===== src/common/cicr_params.svh =====
// Purpose: Constants of the charger interrupt and configuration register slice.
// Assumes: 20 MHz reference clock, two-wire serial register access.
// Notes: Offsets, reset values, field positions and timing counts live here.
// Behaviour
// - Set regulator mask bit blocks alert pin
// - Acknowledged charge interrupt stops driving alert
// - Acknowledged regulator interrupt stops driving alert
// - Charge acknowledge bit clears when condition goes
// - Regulator acknowledge bit clears when condition goes
// - Auto-on zero: valid source forces ON unless supply lockout is set
// - Auto-on one: wait mode stays enabled
// - Charger reset bit clears timers, restarts charging
// - Bit 5 selects taper timer or comparator
// - Bits 4:3 select 25/50/75/100 percent current
// - Bit 2 selects USB 100/500 mA limit
// - Bit 1 permits or blocks USB charging
// - Bit 0 enables charging, wall input preferred
// - Two select bits pick indicator control owner
// - On-time field counts 10 ms steps
// - Select codes: charger, blink, off, on
// - Unmasked, unacknowledged regulator condition pulls alert low
`ifndef CICR_PARAMS_SVH
`define CICR_PARAMS_SVH

`define CICR_OFS_REG_MASK 8'h04
`define CICR_OFS_CHG_ACK 8'h05
`define CICR_OFS_REG_ACK 8'h06
`define CICR_OFS_CFG 8'h07
`define CICR_OFS_ON_TIME 8'h08

`define CICR_RST_REG_MASK 8'hff
`define CICR_RST_ACK 8'h00
`define CICR_RST_CFG 8'h1b
`define CICR_RST_ON_TIME 8'h00

`define CICR_CFG_AUTO_ON 7
`define CICR_CFG_CHG_RESET 6
`define CICR_CFG_TIMER_EN 5
`define CICR_CFG_RATE_HI 4
`define CICR_CFG_RATE_LO 3
`define CICR_CFG_USB_500 2
`define CICR_CFG_USB_ALLOW 1
`define CICR_CFG_CHG_EN 0
`define CICR_ON_SEL_BIT 7

// Serial device address; the value is arbitrary.
`define CICR_DEV_ADDR 7'h48

`define CICR_CLK_PERIOD_NS 50
`define CICR_LED_STEP_MS 10
`define CICR_LED_STEP_CYCLES (`CICR_LED_STEP_MS * 1000000 / `CICR_CLK_PERIOD_NS)
`define CICR_PER_STEP_MS 100
`define CICR_PER_STEPS (`CICR_PER_STEP_MS / `CICR_LED_STEP_MS)

`endif


===== src/common/cicr_pkg.sv =====
// Purpose: Types shared by the register slice.
// Assumes: Constants come from cicr_params.svh.
// Notes: Only types live here.
package cicr_pkg;
    typedef logic [7:0] cicr_byte_t;
    typedef enum logic [3:0] {
        ST_IDLE, ST_ADDR, ST_ADDR_ACK, ST_REG, ST_REG_ACK,
        ST_WR, ST_WR_ACK, ST_RD, ST_RD_ACK
    } cicr_state_e;
endpackage : cicr_pkg


===== src/core/cicr_sync.sv =====
// Purpose: Two flip-flop synchroniser for pin inputs.
// Assumes: Synchronous active-high reset.
// Notes: Only the second stage is visible outside.
`timescale 1ns/100ps
module cicr_sync #(
    parameter int WIDTH = 1,
    parameter logic [WIDTH-1:0] RESET_VAL = '0
) (
    // Clock and reset
    input wire logic ref_clk_in,
    input wire logic srst_in,
    // Data
    input wire logic [WIDTH-1:0] d_in,
    output logic [WIDTH-1:0] q_out
);
    logic [WIDTH-1:0] meta_q;

    always_ff @(posedge ref_clk_in) begin
        if (srst_in) begin
            meta_q <= RESET_VAL;
            q_out <= RESET_VAL;
        end else begin
            meta_q <= d_in;
            q_out <= meta_q;
        end
    end
endmodule : cicr_sync


===== src/core/cicr_regs.sv =====
// Purpose: Interrupt mask/acknowledge, charger configuration and indicator on-time registers.
// Assumes: Status inputs and mask of charge status come from same-clock logic.
// Notes: Registers are reached over the two-wire serial pins only.
`timescale 1ns/100ps
`include "cicr_params.svh"
module cicr_regs import cicr_pkg::*; #(
    parameter int unsigned TICK_CYCLES = `CICR_LED_STEP_CYCLES,
    parameter logic [6:0] DEV_ADDR = `CICR_DEV_ADDR
) (
    // Clock and reset
    input wire logic ref_clk_in,
    input wire logic srst_in,
    // Serial bus pins
    input wire logic scl_in,
    input wire logic sda_in,
    output logic sda_out,
    output logic sda_oe_n_out,
    // Status and masks from neighbouring registers
    input wire logic [7:0] charge_status_in,
    input wire logic [7:0] charge_irq_mask_in,
    input wire logic [7:0] regulator_status_in,
    input wire logic charge_status_read_in,
    input wire logic regulator_status_read_in,
    input wire logic indicator_select_high_in,
    input wire logic [6:0] indicator_one_period_in,
    // Charger state
    input wire logic ac_valid_in,
    input wire logic usb_valid_in,
    input wire logic supply_lockout_in,
    input wire logic taper_comparator_in,
    input wire logic taper_timeout_in,
    input wire logic charger_indicator_in,
    // Charger controls
    output logic force_on_out,
    output logic wait_enable_out,
    output logic charger_reset_out,
    output logic fast_timer_enable_out,
    output logic charge_status_bit3_out,
    output logic [6:0] charge_current_pct_out,
    output logic usb_limit_500_out,
    output logic charge_from_ac_out,
    output logic charge_from_usb_out,
    // Alert and indicator open-drain pins
    input wire logic alert_in,
    output logic alert_out,
    output logic alert_oe_n_out,
    input wire logic charge_indicator_output_in,
    output logic charge_indicator_output_out,
    output logic charge_indicator_output_oe_n_out
);
    logic [1:0] pins_s;
    logic scl_s, sda_s, scl_prev_q, sda_prev_q;
    logic start_w, stop_w, scl_rise_w, scl_fall_w, wr_en_w, sda_drive_w;
    cicr_state_e state_q;
    logic [3:0] cnt_q;
    cicr_byte_t sh_q, ptr_q, tx_q, rd_data_w;
    logic rw_q, nack_q;
    cicr_byte_t reg_mask_q, chg_ack_q, reg_ack_q, cfg_q, on_time_q;
    logic [7:0] chg_pend_w, reg_pend_w;
    logic alert_q;
    logic [17:0] tick_q;
    logic [10:0] phase_q, per_ticks_w, on_ticks_w;
    logic blink_on_w, led_on_d, led_on_q;

    cicr_sync #(.WIDTH(2), .RESET_VAL(2'b11)) u_pin_sync (
        .ref_clk_in(ref_clk_in),
        .srst_in(srst_in),
        .d_in({scl_in, sda_in}),
        .q_out(pins_s)
    );
    assign scl_s = pins_s[1];
    assign sda_s = pins_s[0];

    always_ff @(posedge ref_clk_in) begin
        if (srst_in) begin
            scl_prev_q <= 1'b1;
            sda_prev_q <= 1'b1;
        end else begin
            scl_prev_q <= scl_s;
            sda_prev_q <= sda_s;
        end
    end

    assign start_w = scl_s && scl_prev_q && sda_prev_q && !sda_s;
    assign stop_w = scl_s && scl_prev_q && !sda_prev_q && sda_s;
    assign scl_rise_w = scl_s && !scl_prev_q;
    assign scl_fall_w = !scl_s && scl_prev_q;
    assign wr_en_w = scl_fall_w && state_q == ST_WR && cnt_q == 4'h8;

    // A start condition restarts the frame from any state, which covers repeated starts.
    always_ff @(posedge ref_clk_in) begin
        if (srst_in) begin
            state_q <= ST_IDLE;
            cnt_q <= 4'h0;
            sh_q <= 8'h00;
            ptr_q <= 8'h00;
            tx_q <= 8'h00;
            rw_q <= 1'b0;
            nack_q <= 1'b0;
        end else if (start_w) begin
            state_q <= ST_ADDR;
            cnt_q <= 4'h0;
        end else if (stop_w) begin
            state_q <= ST_IDLE;
        end else if (scl_rise_w) begin
            case (state_q)
                ST_ADDR, ST_REG, ST_WR: begin
                    sh_q <= {sh_q[6:0], sda_s};
                    cnt_q <= cnt_q + 4'h1;
                end
                ST_RD_ACK: nack_q <= sda_s;
                default: ;
            endcase
        end else if (scl_fall_w) begin
            case (state_q)
                ST_ADDR: begin
                    if (cnt_q == 4'h8) begin
                        rw_q <= sh_q[0];
                        state_q <= (sh_q[7:1] == DEV_ADDR) ? ST_ADDR_ACK : ST_IDLE;
                    end
                end
                ST_ADDR_ACK: begin
                    cnt_q <= 4'h0;
                    tx_q <= rd_data_w;
                    state_q <= rw_q ? ST_RD : ST_REG;
                end
                ST_REG: begin
                    if (cnt_q == 4'h8) begin
                        ptr_q <= sh_q;
                        state_q <= ST_REG_ACK;
                    end
                end
                ST_REG_ACK, ST_WR_ACK: begin
                    cnt_q <= 4'h0;
                    state_q <= ST_WR;
                end
                ST_WR: begin
                    if (cnt_q == 4'h8) begin
                        state_q <= ST_WR_ACK;
                    end
                end
                ST_RD: begin
                    if (cnt_q == 4'h7) begin
                        state_q <= ST_RD_ACK;
                    end else begin
                        tx_q <= {tx_q[6:0], 1'b0};
                        cnt_q <= cnt_q + 4'h1;
                    end
                end
                ST_RD_ACK: begin
                    cnt_q <= 4'h0;
                    tx_q <= rd_data_w;
                    state_q <= nack_q ? ST_IDLE : ST_RD;
                end
                default: state_q <= ST_IDLE;
            endcase
        end
    end

    always_comb begin
        case (ptr_q)
            `CICR_OFS_REG_MASK: rd_data_w = reg_mask_q;
            `CICR_OFS_CHG_ACK: rd_data_w = chg_ack_q;
            `CICR_OFS_REG_ACK: rd_data_w = reg_ack_q;
            `CICR_OFS_CFG: rd_data_w = cfg_q;
            `CICR_OFS_ON_TIME: rd_data_w = on_time_q;
            default: rd_data_w = 8'h00;
        endcase
    end

    // SDA is re-timed by one clock so it changes well after SCL has fallen.
    assign sda_drive_w = state_q == ST_ADDR_ACK || state_q == ST_REG_ACK
        || state_q == ST_WR_ACK || (state_q == ST_RD && !tx_q[7]);
    always_ff @(posedge ref_clk_in) begin
        if (srst_in) begin
            sda_oe_n_out <= 1'b1;
        end else begin
            sda_oe_n_out <= !sda_drive_w;
        end
    end
    assign sda_out = 1'b0;

    // Acknowledge registers are not writable; their writes are dropped.
    always_ff @(posedge ref_clk_in) begin
        if (srst_in) begin
            reg_mask_q <= `CICR_RST_REG_MASK;
            cfg_q <= `CICR_RST_CFG;
            on_time_q <= `CICR_RST_ON_TIME;
        end else if (wr_en_w) begin
            case (ptr_q)
                `CICR_OFS_REG_MASK: reg_mask_q <= sh_q;
                `CICR_OFS_CFG: cfg_q <= sh_q;
                `CICR_OFS_ON_TIME: on_time_q <= sh_q;
                default: ;
            endcase
        end
    end

    // Pending bits; the regulator register itself cannot pend again until
    // its condition falls and rises, because the acknowledge only clears then.
    assign chg_pend_w = charge_status_in & ~charge_irq_mask_in & ~chg_ack_q;
    assign reg_pend_w = regulator_status_in & ~reg_mask_q & ~reg_ack_q;

    always_ff @(posedge ref_clk_in) begin
        if (srst_in) begin
            chg_ack_q <= `CICR_RST_ACK;
            reg_ack_q <= `CICR_RST_ACK;
        end else begin
            chg_ack_q <= (chg_ack_q | (charge_status_read_in ? chg_pend_w : 8'h00))
                & charge_status_in;
            reg_ack_q <= (reg_ack_q | (regulator_status_read_in ? reg_pend_w : 8'h00))
                & regulator_status_in;
        end
    end

    always_ff @(posedge ref_clk_in) begin
        if (srst_in) begin
            alert_q <= 1'b0;
        end else begin
            alert_q <= |{chg_pend_w, reg_pend_w};
        end
    end
    assign alert_out = 1'b0;
    assign alert_oe_n_out = !alert_q;

    always_ff @(posedge ref_clk_in) begin
        if (srst_in) begin
            force_on_out <= 1'b0;
            wait_enable_out <= 1'b1;
            charger_reset_out <= 1'b0;
            fast_timer_enable_out <= 1'b0;
            charge_status_bit3_out <= 1'b0;
            charge_current_pct_out <= 7'h00;
            usb_limit_500_out <= 1'b0;
            charge_from_ac_out <= 1'b0;
            charge_from_usb_out <= 1'b0;
        end else begin
            force_on_out <= !cfg_q[`CICR_CFG_AUTO_ON] && (ac_valid_in || usb_valid_in)
                && !supply_lockout_in;
            wait_enable_out <= cfg_q[`CICR_CFG_AUTO_ON] || !(ac_valid_in || usb_valid_in)
                || supply_lockout_in;
            charger_reset_out <= cfg_q[`CICR_CFG_CHG_RESET];
            fast_timer_enable_out <= cfg_q[`CICR_CFG_TIMER_EN];
            charge_status_bit3_out <= cfg_q[`CICR_CFG_TIMER_EN] ? taper_timeout_in
                : taper_comparator_in;
            case (cfg_q[`CICR_CFG_RATE_HI:`CICR_CFG_RATE_LO])
                2'b11: charge_current_pct_out <= 7'h64;
                2'b10: charge_current_pct_out <= 7'h4b;
                2'b01: charge_current_pct_out <= 7'h32;
                default: charge_current_pct_out <= 7'h19;
            endcase
            usb_limit_500_out <= cfg_q[`CICR_CFG_USB_ALLOW] && cfg_q[`CICR_CFG_USB_500];
            charge_from_ac_out <= cfg_q[`CICR_CFG_CHG_EN] && ac_valid_in;
            charge_from_usb_out <= cfg_q[`CICR_CFG_CHG_EN] && cfg_q[`CICR_CFG_USB_ALLOW]
                && usb_valid_in && !ac_valid_in;
        end
    end

    // Indicator blink: a count of n gives (n + 1) steps, so a zero field is the minimum.
    assign per_ticks_w = 11'(({4'h0, indicator_one_period_in} + 11'h001)
        * 11'(`CICR_PER_STEPS));
    assign on_ticks_w = {4'h0, on_time_q[6:0]} + 11'h001;
    assign blink_on_w = phase_q < on_ticks_w;

    always_ff @(posedge ref_clk_in) begin
        if (srst_in) begin
            tick_q <= 18'h00000;
            phase_q <= 11'h000;
        end else if (tick_q == 18'(TICK_CYCLES - 1)) begin
            tick_q <= 18'h00000;
            phase_q <= (phase_q + 11'h001 >= per_ticks_w) ? 11'h000 : phase_q + 11'h001;
        end else begin
            tick_q <= tick_q + 18'h00001;
        end
    end

    always_comb begin
        case ({on_time_q[`CICR_ON_SEL_BIT], indicator_select_high_in})
            2'b00: led_on_d = charger_indicator_in;
            2'b01: led_on_d = blink_on_w;
            2'b10: led_on_d = 1'b0;
            default: led_on_d = 1'b1;
        endcase
    end

    always_ff @(posedge ref_clk_in) begin
        if (srst_in) begin
            led_on_q <= 1'b0;
        end else begin
            led_on_q <= led_on_d;
        end
    end
    assign charge_indicator_output_out = 1'b0;
    assign charge_indicator_output_oe_n_out = !led_on_q;
endmodule : cicr_regs


===== config.mk =====
export PLATFORM = sky130hd
export DESIGN_NAME = cicr_regs
export DESIGN_NICKNAME = d
export VERILOG_FILES = /design/src/common/cicr_pkg.sv /design/src/core/cicr_sync.sv /design/src/core/cicr_regs.sv
export VERILOG_INCLUDE_DIRS = /design/src /design/src/common
export SDC_FILE = /design/constraint.sdc
export NUM_CORES = 1
export LEC_CHECK = 0
export ABC_CLOCK_PERIOD_IN_PS = 7350
export BUFFER_PORTS_ARGS = -buffer_cell sky130_fd_sc_hd__buf_2
export CAP_MARGIN = 40
export CORE_MARGIN = 8
export CORE_UTILIZATION = 35
export CTS_BUF_LIST = sky130_fd_sc_hd__clkbuf_8
export CTS_CLUSTER_SIZE = 40
export DETAILED_ROUTE_END_ITERATION = 8
export PLACE_DENSITY = 0.5
export SKIP_CTS_REPAIR_TIMING = 1
export SYNTH_ARGS = -nofsm -noshare
export SYNTH_HDL_FRONTEND = slang
export SYNTH_HIERARCHICAL = 1
export SYNTH_SLANG_ARGS = --single-unit
export TNS_END_PERCENT = 20

===== constraint.sdc =====
create_clock -name ref_clk_in -period 7.35 [get_ports ref_clk_in]
set_input_delay 0.735 -clock ref_clk_in [delete_from_list [all_inputs] [get_ports ref_clk_in]]
set_output_delay 0.735 -clock ref_clk_in [all_outputs]
set_load 0.02 [all_outputs]

==> reports/metrics.yaml <==
layout:
  area_delta_synth_final_pct: 13.4
  top_regs: "tick_q (18), phase_q (11)"
  largest_register: "tick_q"
  fin_nets: 857
  final_common_cell: "dfxtp_1"
  fillCellCount: 1847
  insertedDiodeCount: 0
  seq_area_sq_um: 2520
  multi_input_area_sq_um: 3620
  final_cell_mix: "126 x dfxtp_1, 95 x nor2_1, 61 x buf_2"
  final_layout_size_suffix_gt1_share_pct: 14.2
  largest_register_ffs: 18
power_and_ir_drop:
  internal-power_mw: 1.06
  ir_worst_vdd_mv: 0.109
  p_leak_nw: 3.32
  p_comb_share_pct: 10.1
  p_total_mw: 1.46
  pwr-share-seq_pct: 48.6
  switchingPower_uw: 392
  switching_share_pct: 26.9
  pwr-share-clk_pct: 41.2
  power.density_nw_per_um2: 199
critical_path:
  cpMostUsedCell: "ha_1"
  cp.arrival_ns: 4.61
  worstPathRequired_ns: 7.71
  cpMaxStageDelayCell: "or4_1"
  critPathCaptureType: "flop"
  r2r_cells: 11
  critical_path.startpoint_type: "input port"
  worst-setup-path-type: "in -> reg"
  max_stage_delay_ns: 0.67
  worstPathCellList: "buf_2 > ha_1 > nand3_1 > xnor2_1 > ha_1 > fa_1 > a21o_1 > a21oi_1 > o21bai_1 > a21oi_1 > xor2_1 > ha_1 > and4_1 > and2_1 > or4_1 > o21ai_0"
  worstPathMaxFanout: 9
clock_tree:
  cts-root-buf: "clkbuf_8"
  insertion_delay_ns: 0.44
  cts_made_buffers: 17
  h-tree-depth: 4
  clock-sinks: 126
  clockBufferDepth: 2
  cts.reportedPaths.clkPinSlew_ns: 0.08
  cts_tree: "done"
sta:
  final_max_slew_viol_count: 0
  relSlewSlack_pct: 41.2
  totalNegativeSetupSlack_ns: 0
  rsz0062_at_grt: "no"
  worst_slew_pin_slew_ns: 0.876
  fin_crit_sh_pct: 57.9
  final.setup.worst_slack_ns: 3.10
  setup_violations: 0
  hold_viol_final: 0
  fin_crit_ns: 4.25
  clock-skew-final_ns: 0.0127
  max_freq_mhz: 235
synth:
  synth-adder-area-share_pct: 8.66
  netlist_instances: 715
  muxShareOfSynthArea_pct: 9.31
  synth-simple-area-share_pct: 20.9
  async_reset_ff_share_pct: 0
  ys_ff_latch: 126
  synth-edff-count: 0
  syn_area_per_cell_sq_um: 9.02
  synth-xor-area-share_pct: 5.98
  synth_compound_area_share_pct: 11.1
  synthDistinctLibCells: 58
  synth_top_family_by_area: "simple AND/OR/NAND/NOR gates"
  seq_area_frac_synth_pct: 39.1
  synth_area_sq_um: 6450
  ys.flop_type: "dfxtp_1"
  ys_warn_count: 6
detailed_routing:
  wl_mm: 15.0
  wl_met2_mm: 7.03
  wl_per_cell_microns: 14.9
  dr_wl_met3_microns: 677
  vias_per_cell: 5.04
  wl_met1_mm: 7.21
  antenna_left: 0
  maxUsedRoutingLayer: "met4"
  drc: 0
  drtPass1Iterations: 4
  vias: 5088
  drt_iter0_markers: 214
die:
  die_w_microns: 152
  fp.dieH_microns: 152
  die_area_sq_um: 23000
  initial_utilization_pct: 35.8
  pin_count: 67
  rows: 49
  fp.coreArea_sq_um: 18000
global_routing:
  grt.overflow.total: 0
  grt_max_degree: 73
  antenna_found_initial: 0
  grt_pass1_wl_mm: 24.6
  grt_usage_pct: 13.5
  grt_pass1_vias: 4991
place:
  gp_congestion: 0.774
  numPortBuffers: 61
  pre_cts_ws_ns: 2.68
  dpl.hpwl_mm: 11.2
min_path:
  holdCritPathClass: "reg -> reg"
  hold_path_depth: 1
run_status:
  status: "complete, no violations"
job:
  drv_cap: 0
## critical path, delay by kind of cell
family                     cells  cell delay, ns
AOI/OAI and AO/OA              5            0.93
adders and majority gates      4            1.24
xor gates and xnor gates       2            0.43
buffers and inverters          1            0.11
and+or+nand+nor                4            1.17
## metal layers
| metal | vias up | global-route usage (%) |
|---|---|---|
| met5 | - | 0 |
| met4 | 0 | 4.26 |
| met3 | 4 | 4.01 |
| met2 | 81 | 22.0 |
| met1 | 2408 | 16.8 |
| li1 | 2595 | - |
## Yosys cell counts (5+ instances only)
library cell / instances / area [sq um]
a21oi_1: 36 / 180
a221o_1: 6 / 60.1
a22oi_1: 17 / 128
and2_1: 6 / 37.5
and3_1: 14 / 87.6
buf_1: 5 / 18.8
buf_2: 7 / 35.0
clkbuf_1: 15 / 56.3
dfxtp_1: 126 / 2520
ha_1: 43 / 538
inv_1: 46 / 173
mux2i_1: 42 / 420
mux4_2: 8 / 180
nand2_1: 46 / 173
nand3_1: 23 / 115
nand4_1: 10 / 62.6
nor2_1: 95 / 357
nor2b_1: 10 / 62.6
nor3_1: 8 / 40.0
nor3b_1: 19 / 143
o21ai_0: 16 / 80.1
xnor2_1: 22 / 193
xor2_1: 22 / 193
## cell families after synthesis
kind of cell,count (synthesis)
DFF,126
other,1
AOI/OAI and AO/OA,108
adders and majority gates,44
muxes,50
buffers and inverters,77
xor gates and xnor gates,44
and+or+nand+nor,265
## area by class of cell
class                      count  area share (%)
clock inverter                15            2.21
inverter                      46            2.36
multi-input combinational    514            49.5
sequential                   126            34.5
clock buffer                  17            3.20
timing repair buffer          62            4.28
tap                          229            3.92
## final timing paths
| kind | start | end | slack, ns |
|---|---|---|---|
| max | indicator_one_period_in[0] | phase_q[3]$_SDFFE_PP0P_ | 3.10 |
| max reg2reg | phase_q[0]$_SDFFE_PP0P_ | phase_q[3]$_SDFFE_PP0P_ | 4.23 |
| min reg2reg | u_pin_sync/meta_q[0]$_SDFF_PP1_ | u_pin_sync/q_out[0]$_SDFF_PP1_ | 0.41 |
| min | u_pin_sync/meta_q[0]$_SDFF_PP1_ | u_pin_sync/q_out[0]$_SDFF_PP1_ | 0.41 |
## per-stage QoR
stage	hold WS (ns)	area, sq um	instances	utilization [%]
2_1_floorplan	0.383	6450	717	-
3_3_place_gp	0.399	6910	977	38.4
3_5_place_dp	0.393	6910	977	38.4
4_1_cts	0.416	7310	1009	40.6
5_1_grt	0.426	7310	1009	40.6
6_report	0.414	7310	1009	40.6
## power groups by stage
| stage | logic, mW | clock network [mW] | registers, mW |
|---|---|---|---|
| global placement | 0.142 | 0 | 0.723 |
| detailed placement | 0.148 | 0 | 0.724 |
| floorplan | 0.106 | 0 | 0.721 |
| CTS | 0.149 | 0.620 | 0.708 |
| finish | 0.147 | 0.600 | 0.708 |
| global route | 0.168 | 0.652 | 0.710 |
Note: power is estimated with default switching activity, not from simulation.
